<file path="src/rtl/fpec_pkg.sv">
// Purpose: constants shared by the flash program/erase controller
// Assumes: 8-bit register port, 16-bit program memory address
// Notes: register indices are byte offsets on the local register port
package fpec_pkg;
   // register offsets
   localparam logic [1:0] FPEC_CMD_ADDR = 2'h0;   // command write / state read
   localparam logic [1:0] FPEC_PAGE_ADDR = 2'h1;  // page select / sector guard
   localparam logic [1:0] FPEC_KHZ_HI_ADDR = 2'h2;
   localparam logic [1:0] FPEC_KHZ_LO_ADDR = 2'h3;
   // command codes
   localparam logic [7:0] FPEC_CMD_UNLOCK1 = 8'h73;
   localparam logic [7:0] FPEC_CMD_UNLOCK2 = 8'h8c;
   localparam logic [7:0] FPEC_CMD_PAGE_ERASE = 8'h95;
   localparam logic [7:0] FPEC_CMD_MASS_ERASE = 8'h63;
   localparam logic [7:0] FPEC_CMD_GUARD = 8'h5e;
   // state field codes
   localparam logic [5:0] FPEC_ST_LOCKED = 6'h00;
   localparam logic [5:0] FPEC_ST_FIRST = 6'h01;
   localparam logic [5:0] FPEC_ST_SECOND = 6'h02;
   localparam logic [5:0] FPEC_ST_UNLOCKED = 6'h03;
   localparam logic [5:0] FPEC_ST_GUARD = 6'h04;
   localparam logic [5:0] FPEC_ST_PROG = 6'h08;
   localparam logic [5:0] FPEC_ST_PERASE = 6'h10;
   localparam logic [5:0] FPEC_ST_MERASE = 6'h20;
   // reset values
   localparam logic [7:0] FPEC_PAGE_RST = 8'h00;
   localparam logic [7:0] FPEC_GUARD_RST = 8'h00;
   localparam logic [15:0] FPEC_KHZ_RST = 16'h0000;
   localparam logic [7:0] FPEC_ERASED = 8'hff;
   // field positions
   localparam int FPEC_PAGE_MSB = 6;
   localparam int FPEC_ADDR_PAGE_LSB = 9;
   localparam int FPEC_PAGE_BYTES = 512;
   // operation times in microseconds; scaled by the loaded kHz value
   localparam logic [15:0] FPEC_PROG_US = 16'd40;
   localparam logic [15:0] FPEC_PERASE_US = 16'd10000;
   localparam logic [15:0] FPEC_MERASE_US = 16'd20000;
   localparam int FPEC_US_PER_MS = 1000;
endpackage : fpec_pkg

</file>
<file path="src/rtl/fpec_timer.sv">
// Purpose: operation duration counter for program and erase
// Assumes: khz_i holds the system clock in kHz
// Notes: one microsecond tick is made from khz/1000 clock cycles
`timescale 1ns/10ps
`default_nettype none
module fpec_timer
   import fpec_pkg::*;
(
   input wire logic mclk_i,            // system clock
   input wire logic rst_n_i,           // async reset, active low
   input wire logic start_i,           // start pulse
   input wire logic [15:0] khz_i,      // clock frequency in kHz
   input wire logic [15:0] dur_us_i,   // duration in microseconds
   output logic done_o                 // one-cycle end pulse
);
   logic [15:0] cyc;
   logic [15:0] us_left;
   logic running;
   logic [15:0] us_cycles;
   wire tick = running && (cyc == 16'h0000);

   // cycles per microsecond, at least one
   assign us_cycles = (khz_i < 16'd2000) ? 16'h0001 : khz_i / 16'd1000;

   always_ff @(posedge mclk_i or negedge rst_n_i) begin
      if (!rst_n_i) begin
         cyc <= 16'h0000;
         us_left <= 16'h0000;
         running <= 1'b0;
         done_o <= 1'b0;
      end else begin
         done_o <= 1'b0;
         if (start_i) begin
            running <= 1'b1;
            cyc <= us_cycles - 16'h0001;
            us_left <= (dur_us_i == 16'h0000) ? 16'h0001 : dur_us_i;
         end else if (tick) begin
            cyc <= us_cycles - 16'h0001;
            us_left <= us_left - 16'h0001;
            if (us_left == 16'h0001) begin
               running <= 1'b0;
               done_o <= 1'b1;
            end
         end else if (running) begin
            cyc <= cyc - 16'h0001;
         end
      end
   end
endmodule : fpec_timer
`default_nettype wire

</file>
<file path="src/rtl/fpec_ctrl.sv">
// Purpose: flash program/erase controller with lock sequence and protection
// Assumes: flash array on the far side with write, page erase, mass erase strobes
// Notes: debugger_port_i marks the current access as coming from the debugger
// How it works
// - reset puts the controller in locked state.
// - second page write must match first or controller relocks.
// - 95H from CPU starts page erase only when page's sector is unguarded.
// - any other command write while unlocked relocks and ends programming.
// - byte writes within open page accepted; page stays open.
// - one open page; any command write closes it.
// - mass erase refused from CPU, honoured from debugger.
// - 73H then 5EH redirects next page-address write to sector guard.
// - guard bits reset to zero; set bit blocks CPU program/erase.
// - CPU cannot clear a set guard bit until power down.
// - up to eight sectors, each one eighth, never below one page.
// - page erase erases selected page; mass erase erases everything.
// - erased bytes read FFH; programming outside bypass only clears bits.
// - core stalled during program and erase operations while debugger_port_i is low.
// - page erase fills 512 bytes with FFH then relocks.
// - debugger 63H on unlocked controller mass erases then relocks.
// - debugger ignores write enable option, guards and page limit.
// - debugger skips second page write, may reselect, clear guards, mass erase.
// - write enable option zero disables CPU program and erase.
// - read protect option blocks debugger reads of program flash.
// - bypass mode routes array controls to pins; page erase allowed.
// - state field reports six-bit state codes.
// - invalid commands or order return to locked.
// - page field gives program address bits 15 to 9.
`timescale 1ns/10ps
`default_nettype none
module fpec_ctrl
   import fpec_pkg::*;
#(
   parameter int PAGES = 16            // pages in the array
)(
   input wire logic mclk_i,            // system clock
   input wire logic rst_n_i,           // async reset, active low
   input wire logic [1:0] reg_addr_i,  // register address
   input wire logic [7:0] reg_wdata_i, // register write data
   input wire logic reg_wr_i,          // register write strobe
   input wire logic reg_rd_i,          // register read strobe
   output logic [7:0] reg_rdata_o,     // read data, cycle after strobe
   input wire logic debugger_port_i,   // access comes from debugger
   input wire logic write_enable_option_i, // write enable option bit
   input wire logic read_protect_option_i, // read protect option bit
   input wire logic bypass_i,          // bypass mode select
   input wire logic mem_wr_i,          // program memory byte store
   input wire logic mem_rd_i,          // program memory read request
   input wire logic [15:0] mem_addr_i, // program memory address
   input wire logic [7:0] mem_wdata_i, // program memory store data
   input wire logic [7:0] arr_rdata_i, // current array byte at mem_addr_i
   input wire logic byp_prog_i,        // bypass pin: program strobe
   input wire logic byp_erase_i,       // bypass pin: page erase strobe
   input wire logic [15:0] byp_addr_i, // bypass pin: address
   input wire logic [7:0] byp_data_i,  // bypass pin: data
   output logic arr_prog_o,            // array byte program strobe
   output logic arr_page_erase_o,      // array page erase strobe
   output logic arr_mass_erase_o,      // array mass erase strobe
   output logic [15:0] arr_addr_o,     // array address
   output logic [7:0] arr_data_o,      // array data, bits only cleared outside bypass
   output logic cpu_stall_o,           // holds the core during operations, not on debugger access
   output logic read_blocked_o,        // debugger read refused
   output logic [5:0] state_o          // controller state field
);
   typedef enum {S_LOCKED, S_FIRST, S_SECOND, S_PAGE_WAIT, S_UNLOCKED, S_GUARD_SEL,
                 S_PROG, S_PERASE, S_MERASE} fpec_state_type;

   fpec_state_type state;
   fpec_state_type next_state;
   logic [7:0] page_sel;
   logic [7:0] next_page_sel;
   logic [7:0] guard;
   logic [7:0] next_guard;
   logic [15:0] khz;
   logic page_open;
   logic next_page_open;
   logic all_open;
   logic next_all_open;
   logic timer_start;
   logic [15:0] timer_dur;
   logic timer_done;
   logic [7:0] op_data;
   logic [5:0] state_code;

   ////////////////////////////////////////////////////////////////////////////
   // sector of a page: eight sectors, never smaller than a page
   function automatic logic [2:0] sector_of(input logic [7:0] pg);
      logic [7:0] per;
      per = (PAGES >= 8) ? 8'(PAGES / 8) : 8'h01;
      return 3'(pg[FPEC_PAGE_MSB:0] / per);
   endfunction : sector_of

   // permission for a page given the source of the access
   function automatic logic page_allowed(input logic [7:0] pg, input logic [7:0] g,
                                         input logic dbg, input logic wen);
      return dbg || (wen && !g[sector_of(pg)]);
   endfunction : page_allowed

   ////////////////////////////////////////////////////////////////////////////
   wire cmd_wr = reg_wr_i && (reg_addr_i == FPEC_CMD_ADDR);
   wire page_wr = reg_wr_i && (reg_addr_i == FPEC_PAGE_ADDR);
   wire hi_wr = reg_wr_i && (reg_addr_i == FPEC_KHZ_HI_ADDR);
   wire lo_wr = reg_wr_i && (reg_addr_i == FPEC_KHZ_LO_ADDR);
   wire busy = (state == S_PROG) || (state == S_PERASE) || (state == S_MERASE);
   wire [7:0] mem_page = {1'b0, mem_addr_i[15:FPEC_ADDR_PAGE_LSB]};
   wire in_page = (mem_page[FPEC_PAGE_MSB:0] == page_sel[FPEC_PAGE_MSB:0]);
   wire may_prog = all_open || (page_open && (in_page || debugger_port_i)) ;
   wire prog_ok = (state == S_UNLOCKED) && mem_wr_i && may_prog &&
                  page_allowed(mem_page, guard, debugger_port_i, write_enable_option_i);
   wire erase_ok = page_allowed(page_sel, guard, debugger_port_i, write_enable_option_i);

   assign op_data = bypass_i ? byp_data_i : (arr_rdata_i & mem_wdata_i);

   ////////////////////////////////////////////////////////////////////////////
   // lock sequencer
   always_comb begin
      next_state = state;
      next_page_sel = page_sel;
      next_guard = guard;
      next_page_open = page_open;
      next_all_open = all_open;
      timer_start = 1'b0;
      timer_dur = FPEC_PROG_US;
      case (state)
         S_LOCKED: begin
            next_page_open = 1'b0;
            next_all_open = 1'b0;
            if (cmd_wr && reg_wdata_i == FPEC_CMD_UNLOCK1) begin
               next_state = S_FIRST;
            end
            if (page_wr) begin
               next_page_sel = reg_wdata_i;
            end
         end
         S_FIRST: begin
            if (cmd_wr && reg_wdata_i == FPEC_CMD_UNLOCK2) begin
               next_state = S_SECOND;
            end else if (cmd_wr && reg_wdata_i == FPEC_CMD_GUARD) begin
               next_state = S_GUARD_SEL;
            end else if (cmd_wr || page_wr) begin
               next_state = S_LOCKED;
            end
         end
         S_SECOND: begin
            if (debugger_port_i) begin
               next_state = S_UNLOCKED;
               next_page_open = 1'b1;
               if (page_wr) begin
                  next_page_sel = reg_wdata_i;
               end
            end else if (page_wr) begin
               if (reg_wdata_i == page_sel) begin
                  next_state = S_UNLOCKED;
                  next_page_open = 1'b1;
               end else begin
                  next_state = S_LOCKED;
               end
            end else if (cmd_wr) begin
               next_state = S_LOCKED;
            end
         end
         S_GUARD_SEL: begin
            if (page_wr) begin
               // cpu can only set guard bits, debugger may also clear them
               next_guard = debugger_port_i ? reg_wdata_i : (guard | reg_wdata_i);
               next_state = S_LOCKED;
            end else if (cmd_wr) begin
               next_state = S_LOCKED;
            end
         end
         S_UNLOCKED: begin
            if (page_wr && debugger_port_i) begin
               next_page_sel = reg_wdata_i;
            end
            if (cmd_wr) begin
               next_page_open = 1'b0;
               if (reg_wdata_i == FPEC_CMD_PAGE_ERASE && page_open && erase_ok) begin
                  next_state = S_PERASE;
                  timer_start = 1'b1;
                  timer_dur = FPEC_PERASE_US;
               end else if (reg_wdata_i == FPEC_CMD_MASS_ERASE && debugger_port_i) begin
                  next_state = S_MERASE;
                  timer_start = 1'b1;
                  timer_dur = FPEC_MERASE_US;
               end else begin
                  next_state = S_LOCKED;
               end
            end else if (prog_ok) begin
               next_state = S_PROG;
               timer_start = 1'b1;
            end
         end
         S_PROG: begin
            if (timer_done) begin
               next_state = S_UNLOCKED;
            end
         end
         S_PERASE: begin
            if (timer_done) begin
               next_state = S_LOCKED;
            end
         end
         S_MERASE: begin
            if (timer_done) begin
               next_state = S_LOCKED;
            end
         end
         default: next_state = S_LOCKED;
      endcase
   end

   always_ff @(posedge mclk_i or negedge rst_n_i) begin
      if (!rst_n_i) begin
         state <= S_LOCKED;
         page_sel <= FPEC_PAGE_RST;
         guard <= FPEC_GUARD_RST;
         page_open <= 1'b0;
         all_open <= 1'b0;
      end else begin
         state <= next_state;
         page_sel <= next_page_sel;
         guard <= next_guard;
         page_open <= next_page_open;
         all_open <= next_all_open;
      end
   end

   always_ff @(posedge mclk_i or negedge rst_n_i) begin
      if (!rst_n_i) begin
         khz <= FPEC_KHZ_RST;
      end else if (hi_wr) begin
         khz[15:8] <= reg_wdata_i;
      end else if (lo_wr) begin
         khz[7:0] <= reg_wdata_i;
      end
   end

   fpec_timer u_timer (
      .mclk_i(mclk_i),
      .rst_n_i(rst_n_i),
      .start_i(timer_start),
      .khz_i(khz),
      .dur_us_i(timer_dur),
      .done_o(timer_done)
   );

   ////////////////////////////////////////////////////////////////////////////
   // array strobes
   always_ff @(posedge mclk_i or negedge rst_n_i) begin
      if (!rst_n_i) begin
         arr_prog_o <= 1'b0;
         arr_page_erase_o <= 1'b0;
         arr_mass_erase_o <= 1'b0;
         arr_addr_o <= 16'h0000;
         arr_data_o <= FPEC_ERASED;
      end else if (bypass_i) begin
         arr_prog_o <= byp_prog_i;
         arr_page_erase_o <= byp_erase_i;
         arr_mass_erase_o <= 1'b0;
         arr_addr_o <= byp_addr_i;
         arr_data_o <= op_data;
      end else begin
         arr_prog_o <= (state == S_UNLOCKED) && (next_state == S_PROG);
         arr_page_erase_o <= (state == S_UNLOCKED) && (next_state == S_PERASE);
         arr_mass_erase_o <= (state == S_UNLOCKED) && (next_state == S_MERASE);
         if (prog_ok) begin
            arr_addr_o <= mem_addr_i;
            arr_data_o <= op_data;
         end else if (next_state == S_PERASE && state == S_UNLOCKED) begin
            arr_addr_o <= {page_sel[FPEC_PAGE_MSB:0], 9'h000};
            arr_data_o <= FPEC_ERASED;
         end
      end
   end

   ////////////////////////////////////////////////////////////////////////////
   // state field and register read
   assign state_code = (state == S_LOCKED) ? FPEC_ST_LOCKED :
                       (state == S_FIRST) ? FPEC_ST_FIRST :
                       (state == S_SECOND) ? FPEC_ST_SECOND :
                       (state == S_UNLOCKED) ? FPEC_ST_UNLOCKED :
                       (state == S_GUARD_SEL) ? FPEC_ST_GUARD :
                       (state == S_PROG) ? FPEC_ST_PROG :
                       (state == S_PERASE) ? FPEC_ST_PERASE : FPEC_ST_MERASE;
   assign state_o = state_code;
   assign cpu_stall_o = busy && !debugger_port_i;
   assign read_blocked_o = mem_rd_i && debugger_port_i && read_protect_option_i;

   wire [7:0] rd_mux = (reg_addr_i == FPEC_CMD_ADDR) ? {2'b00, state_code} :
                       (reg_addr_i == FPEC_PAGE_ADDR) ?
                          ((state == S_GUARD_SEL) ? guard : page_sel) :
                       (reg_addr_i == FPEC_KHZ_HI_ADDR) ? khz[15:8] : khz[7:0];

   always_ff @(posedge mclk_i or negedge rst_n_i) begin
      if (!rst_n_i) begin
         reg_rdata_o <= 8'h00;
      end else if (reg_rd_i) begin
         reg_rdata_o <= rd_mux;
      end else begin
         reg_rdata_o <= 8'h00;
      end
   end
endmodule : fpec_ctrl
`default_nettype wire

</file>
<file path="config.mk">
export PLATFORM = sky130hd
export DESIGN_NAME = fpec_ctrl
export DESIGN_NICKNAME = d
export VERILOG_FILES = /design/src/rtl/fpec_pkg.sv /design/src/rtl/fpec_timer.sv /design/src/rtl/fpec_ctrl.sv
export SDC_FILE = /design/constraint.sdc
export NUM_CORES = 1
export LEC_CHECK = 0
export BUFFER_PORTS_ARGS = -buffer_cell sky130_fd_sc_hd__buf_2
export CAP_MARGIN = 25
export CORE_MARGIN = 2
export CORE_UTILIZATION = 28
export CTS_BUF_LIST = sky130_fd_sc_hd__clkbuf_4
export CTS_CLUSTER_DIAMETER = 100
export DETAILED_ROUTE_END_ITERATION = 8
export GPL_ROUTABILITY_DRIVEN = 1
export PLACE_DENSITY = 0.54
export SLEW_MARGIN = 10
export SYNTH_ARGS = -nofsm -noshare
export SYNTH_HDL_FRONTEND = slang
export SYNTH_SLANG_ARGS = --single-unit
</file>
<file path="constraint.sdc">
create_clock -name mclk_i -period 9.2 [get_ports mclk_i]
set_input_delay 1.84 -clock mclk_i [delete_from_list [all_inputs] [get_ports mclk_i]]
set_output_delay 1.84 -clock mclk_i [all_outputs]
set_load 0.005 [all_outputs]
</file>
After elaboration in Yosys (flattened, before gate mapping)
Index checks and enable logic that the tools add are counted.

storage, ports and cells
  memories = 0
  output and inout bits = 43
  input port bits = 78
  bits in read-only memories = 0
  bits in latches = 0
  flip-flop bits (word level) = 134
  RAM bits = 0
  word-level logic and storage cells = 182

operators by class
  bitwise gates (word level) = 3
  eq/ne operators = 33
  mux-type cells = 74
  order comparisons = 3
  shift operators = 0
  add/sub/neg operators = 3
  divide/modulo/power cells = 1
  multiply operators = 0
  reductions and logical operators = 49

operator list
  operator                                                                         count
  32-bit two-way mux                                                               12
  32-bit by 4-bit == test with 1-bit output (second input constant)                7
  32-bit case mux with 7 select lines                                              1
  32-bit by 3-bit == test with 1-bit output (second input constant)                5
  16-bit two-way mux                                                               9
  8-bit two-way mux                                                                13
  15-bit two-way mux                                                               5
  32-bit by 2-bit == test with 1-bit output (second input constant)                2
  32-bit by 5-bit == test with 1-bit output (second input constant)                2
  32-bit logical NOT                                                               2
  16-bit by 1-bit subtractor with 16-bit output (second input constant)            3
  6-bit two-way mux                                                                7
  32-bit by 1-bit == test with 1-bit output (second input constant)                1
  16-bit logical NOT                                                               2
  8-bit by 7-bit == test with 1-bit output (second input constant)                 3
  1-bit logical AND                                                                24
  8-bit case mux with 3 select lines                                               1
  1-bit two-way mux                                                                20
  16-bit by 10-bit divider with 16-bit output (second input constant)              1
  16-bit by 1-bit == test with 1-bit output (second input constant)                1
  8-bit == test (second input constant)                                            2
  16-bit by 11-bit less-than comparator with 1-bit output (second input constant)  1
  3-bit nonzero test                                                               3
  8-bit AND                                                                        1
  other kinds (21)                                                                 38

Depth between registers and ports, before layout
  depth in word-level cells = 14
  mapped depth = 22
  gate-level depth less buffers = 19

Modules after synthesis
Synthesis repeated with hierarchy kept, for this count alone.

unflattened totals
  cells, all modules = 951
  area total of the unflattened synthesis = 8699.6 sq um

by module, submodules not included
  module      instances  area an instance (sq um)  cells an instance  sequential area each (sq um)
  fpec_ctrl   1          4937.2                    441                2512.4
  fpec_timer  1          3762.4                    510                850.8

Worst setup path before layout
OpenSTA, ideal clock, no wires.

  path type = register to register
  start = register khz[9]
  end = register u_timer.cyc[10]
  setup slack = 4.401 ns
  arrival time = 4.657 ns
  period minus slack after synthesis = 4.799 ns
  stages on the path, launching flop included = 21
  setup time = 0.141 ns
  path buffers = 1
  data required time = 9.059 ns
  cells stage by stage = dfrtp_1 buf_6 o21ai_1 a211oi_2 or2_2 or3_4 nand4_4 and4b_4 mux2_4 maj3_1 nand3_1 or4b_1 o311a_4 a211oi_4 nor2_1 ha_1 and3_1 a31oi_1 a21oi_1 nor2_1 a21oi_1

between the ends
  longest elaborated chain between the ends = 5
  elaborated cells between the ends (all ways) = 6
  those cells by class = add/sub (1); div (1); order compare (1); mux (3)

ends and longest elaborated chain
  item                                                                                                                    line                                text
  start: declaration                                                                                                      fpec_ctrl.sv:74                     logic [15:0] khz;
  start signal: assignment                                                                                                fpec_ctrl.sv:232                    khz[15:8] <= reg_wdata_i;
  16-bit by 10-bit divider with 16-bit output or 16-bit by 11-bit less-than comparator with 1-bit output (tied branches)  fpec_timer.sv:23                    assign us_cycles = (khz_i < 16'd2000) ? 16'h0001 : khz_i / 16'd1000;
  16-bit two-way mux *                                                                                                    fpec_timer.sv:23
  16-bit by 1-bit subtractor with 16-bit output *                                                                         fpec_timer.sv:35, fpec_timer.sv:38
  16-bit two-way mux                                                                                                      fpec_timer.sv:37                    end else if (tick) begin
  16-bit two-way mux *                                                                                                    fpec_timer.sv:33                    if (start_i) begin
  end signal: assignment                                                                                                  fpec_timer.sv:35                    cyc <= us_cycles - 16'h0001;
  end signal: assignment                                                                                                  fpec_timer.sv:38                    cyc <= us_cycles - 16'h0001;
  end signal: assignment                                                                                                  fpec_timer.sv:45                    cyc <= cyc - 16'h0001;
  end: declaration                                                                                                        fpec_timer.sv:16                    logic [15:0] cyc;

Every way passes the cells marked *; elsewhere a longest branch is shown, timed or not.
A chain may end at the register's enable or synchronous reset.

Worst setup path after layout
  start = register khz[15]
  end = register u_timer.cyc[8]

Same word-level chain as after synthesis.

==> results_dict.tcl <==
set metrics [dict create \
    synth_top_area_share_pct 37.65 \
    multi_input_area_um2 4800 \
    rsz0062_at_grt "no" \
    wirelength_mm 23.51 \
    tns_ns 0 \
    crit_arrival_ns 6.24 \
    ant_nets 0 \
    finalSetupViolations 0 \
    synth-seq-cells 134 \
    worstMarginPinSlew_ns 0.9090 \
    start_kind "flip-flop" \
    fin_worst_skew_ns 0.02226 \
    drv_slew 0 \
    io_pins 121 \
    ys.flop_type "dfrtp_1" \
    leakagePower_nw 4.136 \
    start_util_pct 28.33 \
    cts_resized 0 \
    core_area_um2 29560 \
    cts_tree "yes" \
    dp_cells 1419 \
    maxCapViolCount 0 \
    hold_ws_ns 0.5043 \
    dp_hpwl_mm 17.06 \
    syn_area_um2 8376 \
    layout-drive-gt1-share_pct 22.34 \
    synthTopCellsByCount "126 x dfrtp_1, 108 x nor2_1, 105 x nand2_1" \
    track_usage_pct 15.13 \
    syn_inst 928 \
    layout.cells.non_filler 1455 \
    cts_hold_buf 0 \
    path_max_fanout 28 \
    hold_path_class "reg -> reg" \
    antenna_found_initial 1 \
    cts.sinks 134 \
    end_kind "flip-flop" \
    final_hold_viol_count 0 \
    grt_pass1_vias 7069 \
    clock_latency_ns 0.55 \
    yosysMostFrequentCell "dfrtp_1" \
    vias 7363 \
    clkSlewWorstSetupHoldPaths_ns 0.14 \
    h-tree-depth 4 \
    slew_headroom_pct 38.84 \
    cts_setup_buffers 0 \
    firstDrtPassIters 5 \
    grt-ovfl-total 0 \
    post-route-period-util_pct 63.23 \
    die_h_um 177.0 \
    ys_top_cells_by_area "dfrtp_1 38%, nor2_1 4.8%, nand2_1 4.7%" \
    fin_nets 1131 \
    regArea_um2 3363 \
    wl_per_cell_um 16.16 \
    critPathKind "reg -> reg" \
    synth_top_cell_by_area "dfrtp_1" \
    ys_types 98 \
    drcViolationCount 0 \
    grt_pass1_wl_mm 37.82 \
    p_per_area_nw_per_um2 175.2 \
    gp_congestion 0.8407 \
    port-buffer-count 120 \
    viasPerCell 5.060 \
    cts_root_buffer "clkbuf_4" \
    peakVddDrop_mv 0.07641 \
    cts_buffer_depth 2 \
    row_count 63 \
    min_period_ns 5.817 \
    fp.dieW_um 177.0 \
    synth_edf_count 0 \
    dr.first_iter.drc_count 455 \
    synth-async-reset-ratio_pct 100.0 \
    seq_area_frac_synth_pct 40.16 \
    syn_area_per_cell_um2 9.025 \
    status "complete, no violations" \
    numCtsBuffers 17 \
    dieArea_um2 31310 \
    grt_max_degree 72 \
    area_delta_synth_final_pct 15.42 \
    yosysWarnings 0 \
    fmaxAchievable_mhz 171.9 \
    worstPathRequired_ns 9.62 \
    fill_cells 3117 \
]
layout by cell type, fill, tap and decap left out, types with 14 or more instances in the layout:
cell,netlist,routed
dfrtp_1,126,126
buf_2,5,119
nor2_1,108,108
nand2_1,105,105
o21ai_0,64,64
a21oi_1,56,56
nor3_1,33,33
mux2_2,28,28
conb_1,1,28
mux2i_1,21,21
nand3_1,19,19
a31oi_1,19,19
inv_1,18,18
xnor2_1,18,18
clkbuf_4,0,17
nor4_1,15,14
routing by layer:
metal  GRT usage, %  part of all wire (%)
met5              0                     0
met4          4.236                   1.5
met2          24.01                    46
met1          21.16                    48
met3          2.577                   4.2
state kept, by name, summed over array words and instances, names as in the netlist:
| name | cells |
|---|---|
| arr_addr_o | 16 |
| reg_rdata_o | 8 |
| u_timer.cyc | 16 |
| arr_page_erase_o | 1 |
| u_timer.done_o | 1 |
| khz | 16 |
| guard | 8 |
| u_timer.running | 1 |
| arr_data_o | 8 |
| arr_mass_erase_o | 1 |
| state | 32 |
| u_timer.us_left | 16 |
| page_sel | 8 |
| arr_prog_o | 1 |
| page_open | 1 |
metrics by stage:
stage	instance area (µm²)	worst slack (ns)	power (W)	util (%)
3_3_place_gp	9382	3.581	0.001308	31.74
3_5_place_dp	9382	3.442	0.001305	31.74
6_report	9667	3.383	0.001693	32.70
5_1_grt	9667	2.801	0.001805	32.70
2_1_floorplan	8477	4.401	0.001157	-
4_1_cts	9657	3.392	0.001703	32.67
report_power, final:
part           internal, W  switching, W  leakage [nW]
sequential        0.000636     0.0000728          1.61
combinational     0.000248      0.000346          2.38
clock             0.000140      0.000251         0.147
total              0.00102      0.000669          4.14
worst paths after layout:
kind | from | end | cells past startpoint | slack, ns
hold reg to reg | u_timer.cyc[13] | u_timer.cyc[13] | 1 | 0.50
min in group asynchronous | rst_n_i | arr_addr_o[3] | 1 | 1.27
hold / removal | u_timer.cyc[13] | u_timer.cyc[13] | 1 | 0.50
max in group asynchronous | rst_n_i | reg_rdata_o[0] | 2 | 6.60
setup / recovery | khz[15] | u_timer.cyc[8] | 19 | 3.38
setup reg to reg | khz[15] | u_timer.cyc[8] | 19 | 3.38
critical path, stage by stage, from the launching register on:
cell and delay, ns:
dfrtp_1 0.87, inv_1 0.31, o211ai_1 0.20, a221oi_1 0.15, o32ai_1 0.69, nor4b_4 0.13
a31oi_2 0.69, xnor2_1 0.28, o2111ai_1 0.25, a31o_2 0.22, nor3b_1 0.07, o311a_4 0.31
a211oi_4 0.31, nor2_1 0.08, ha_1 0.22, and3_1 0.17, a31oi_1 0.42, a21oi_1 0.13
nor2_1 0.13, a21oi_1 0.05
area by class of cell:
class,count,share of cell area (%)
diodes,4,0.1035
clock buffers,17,1.320
clock inverters,15,1.527
inverters,19,0.7378
multi-input cells,749,49.65
flip-flops and latches,134,34.79
well taps,390,5.048
repair buffers,127,6.821
cells by family after synthesis:
kind of cell | count (synthesis) | synth area share (%)
flip-flops | 134 | 40.16
XOR/XNOR | 30 | 3.137
AND/OR/NAND/NOR | 376 | 22.48
AO/OA/AOI/OAI | 247 | 20.18
buffers and inverters | 72 | 3.839
multiplexers | 60 | 9.053
adder cells (fa/ha/maj) | 8 | 1.105
other | 1 | 0.04477
No activity file was read; power rests on OpenSTA's default activity.
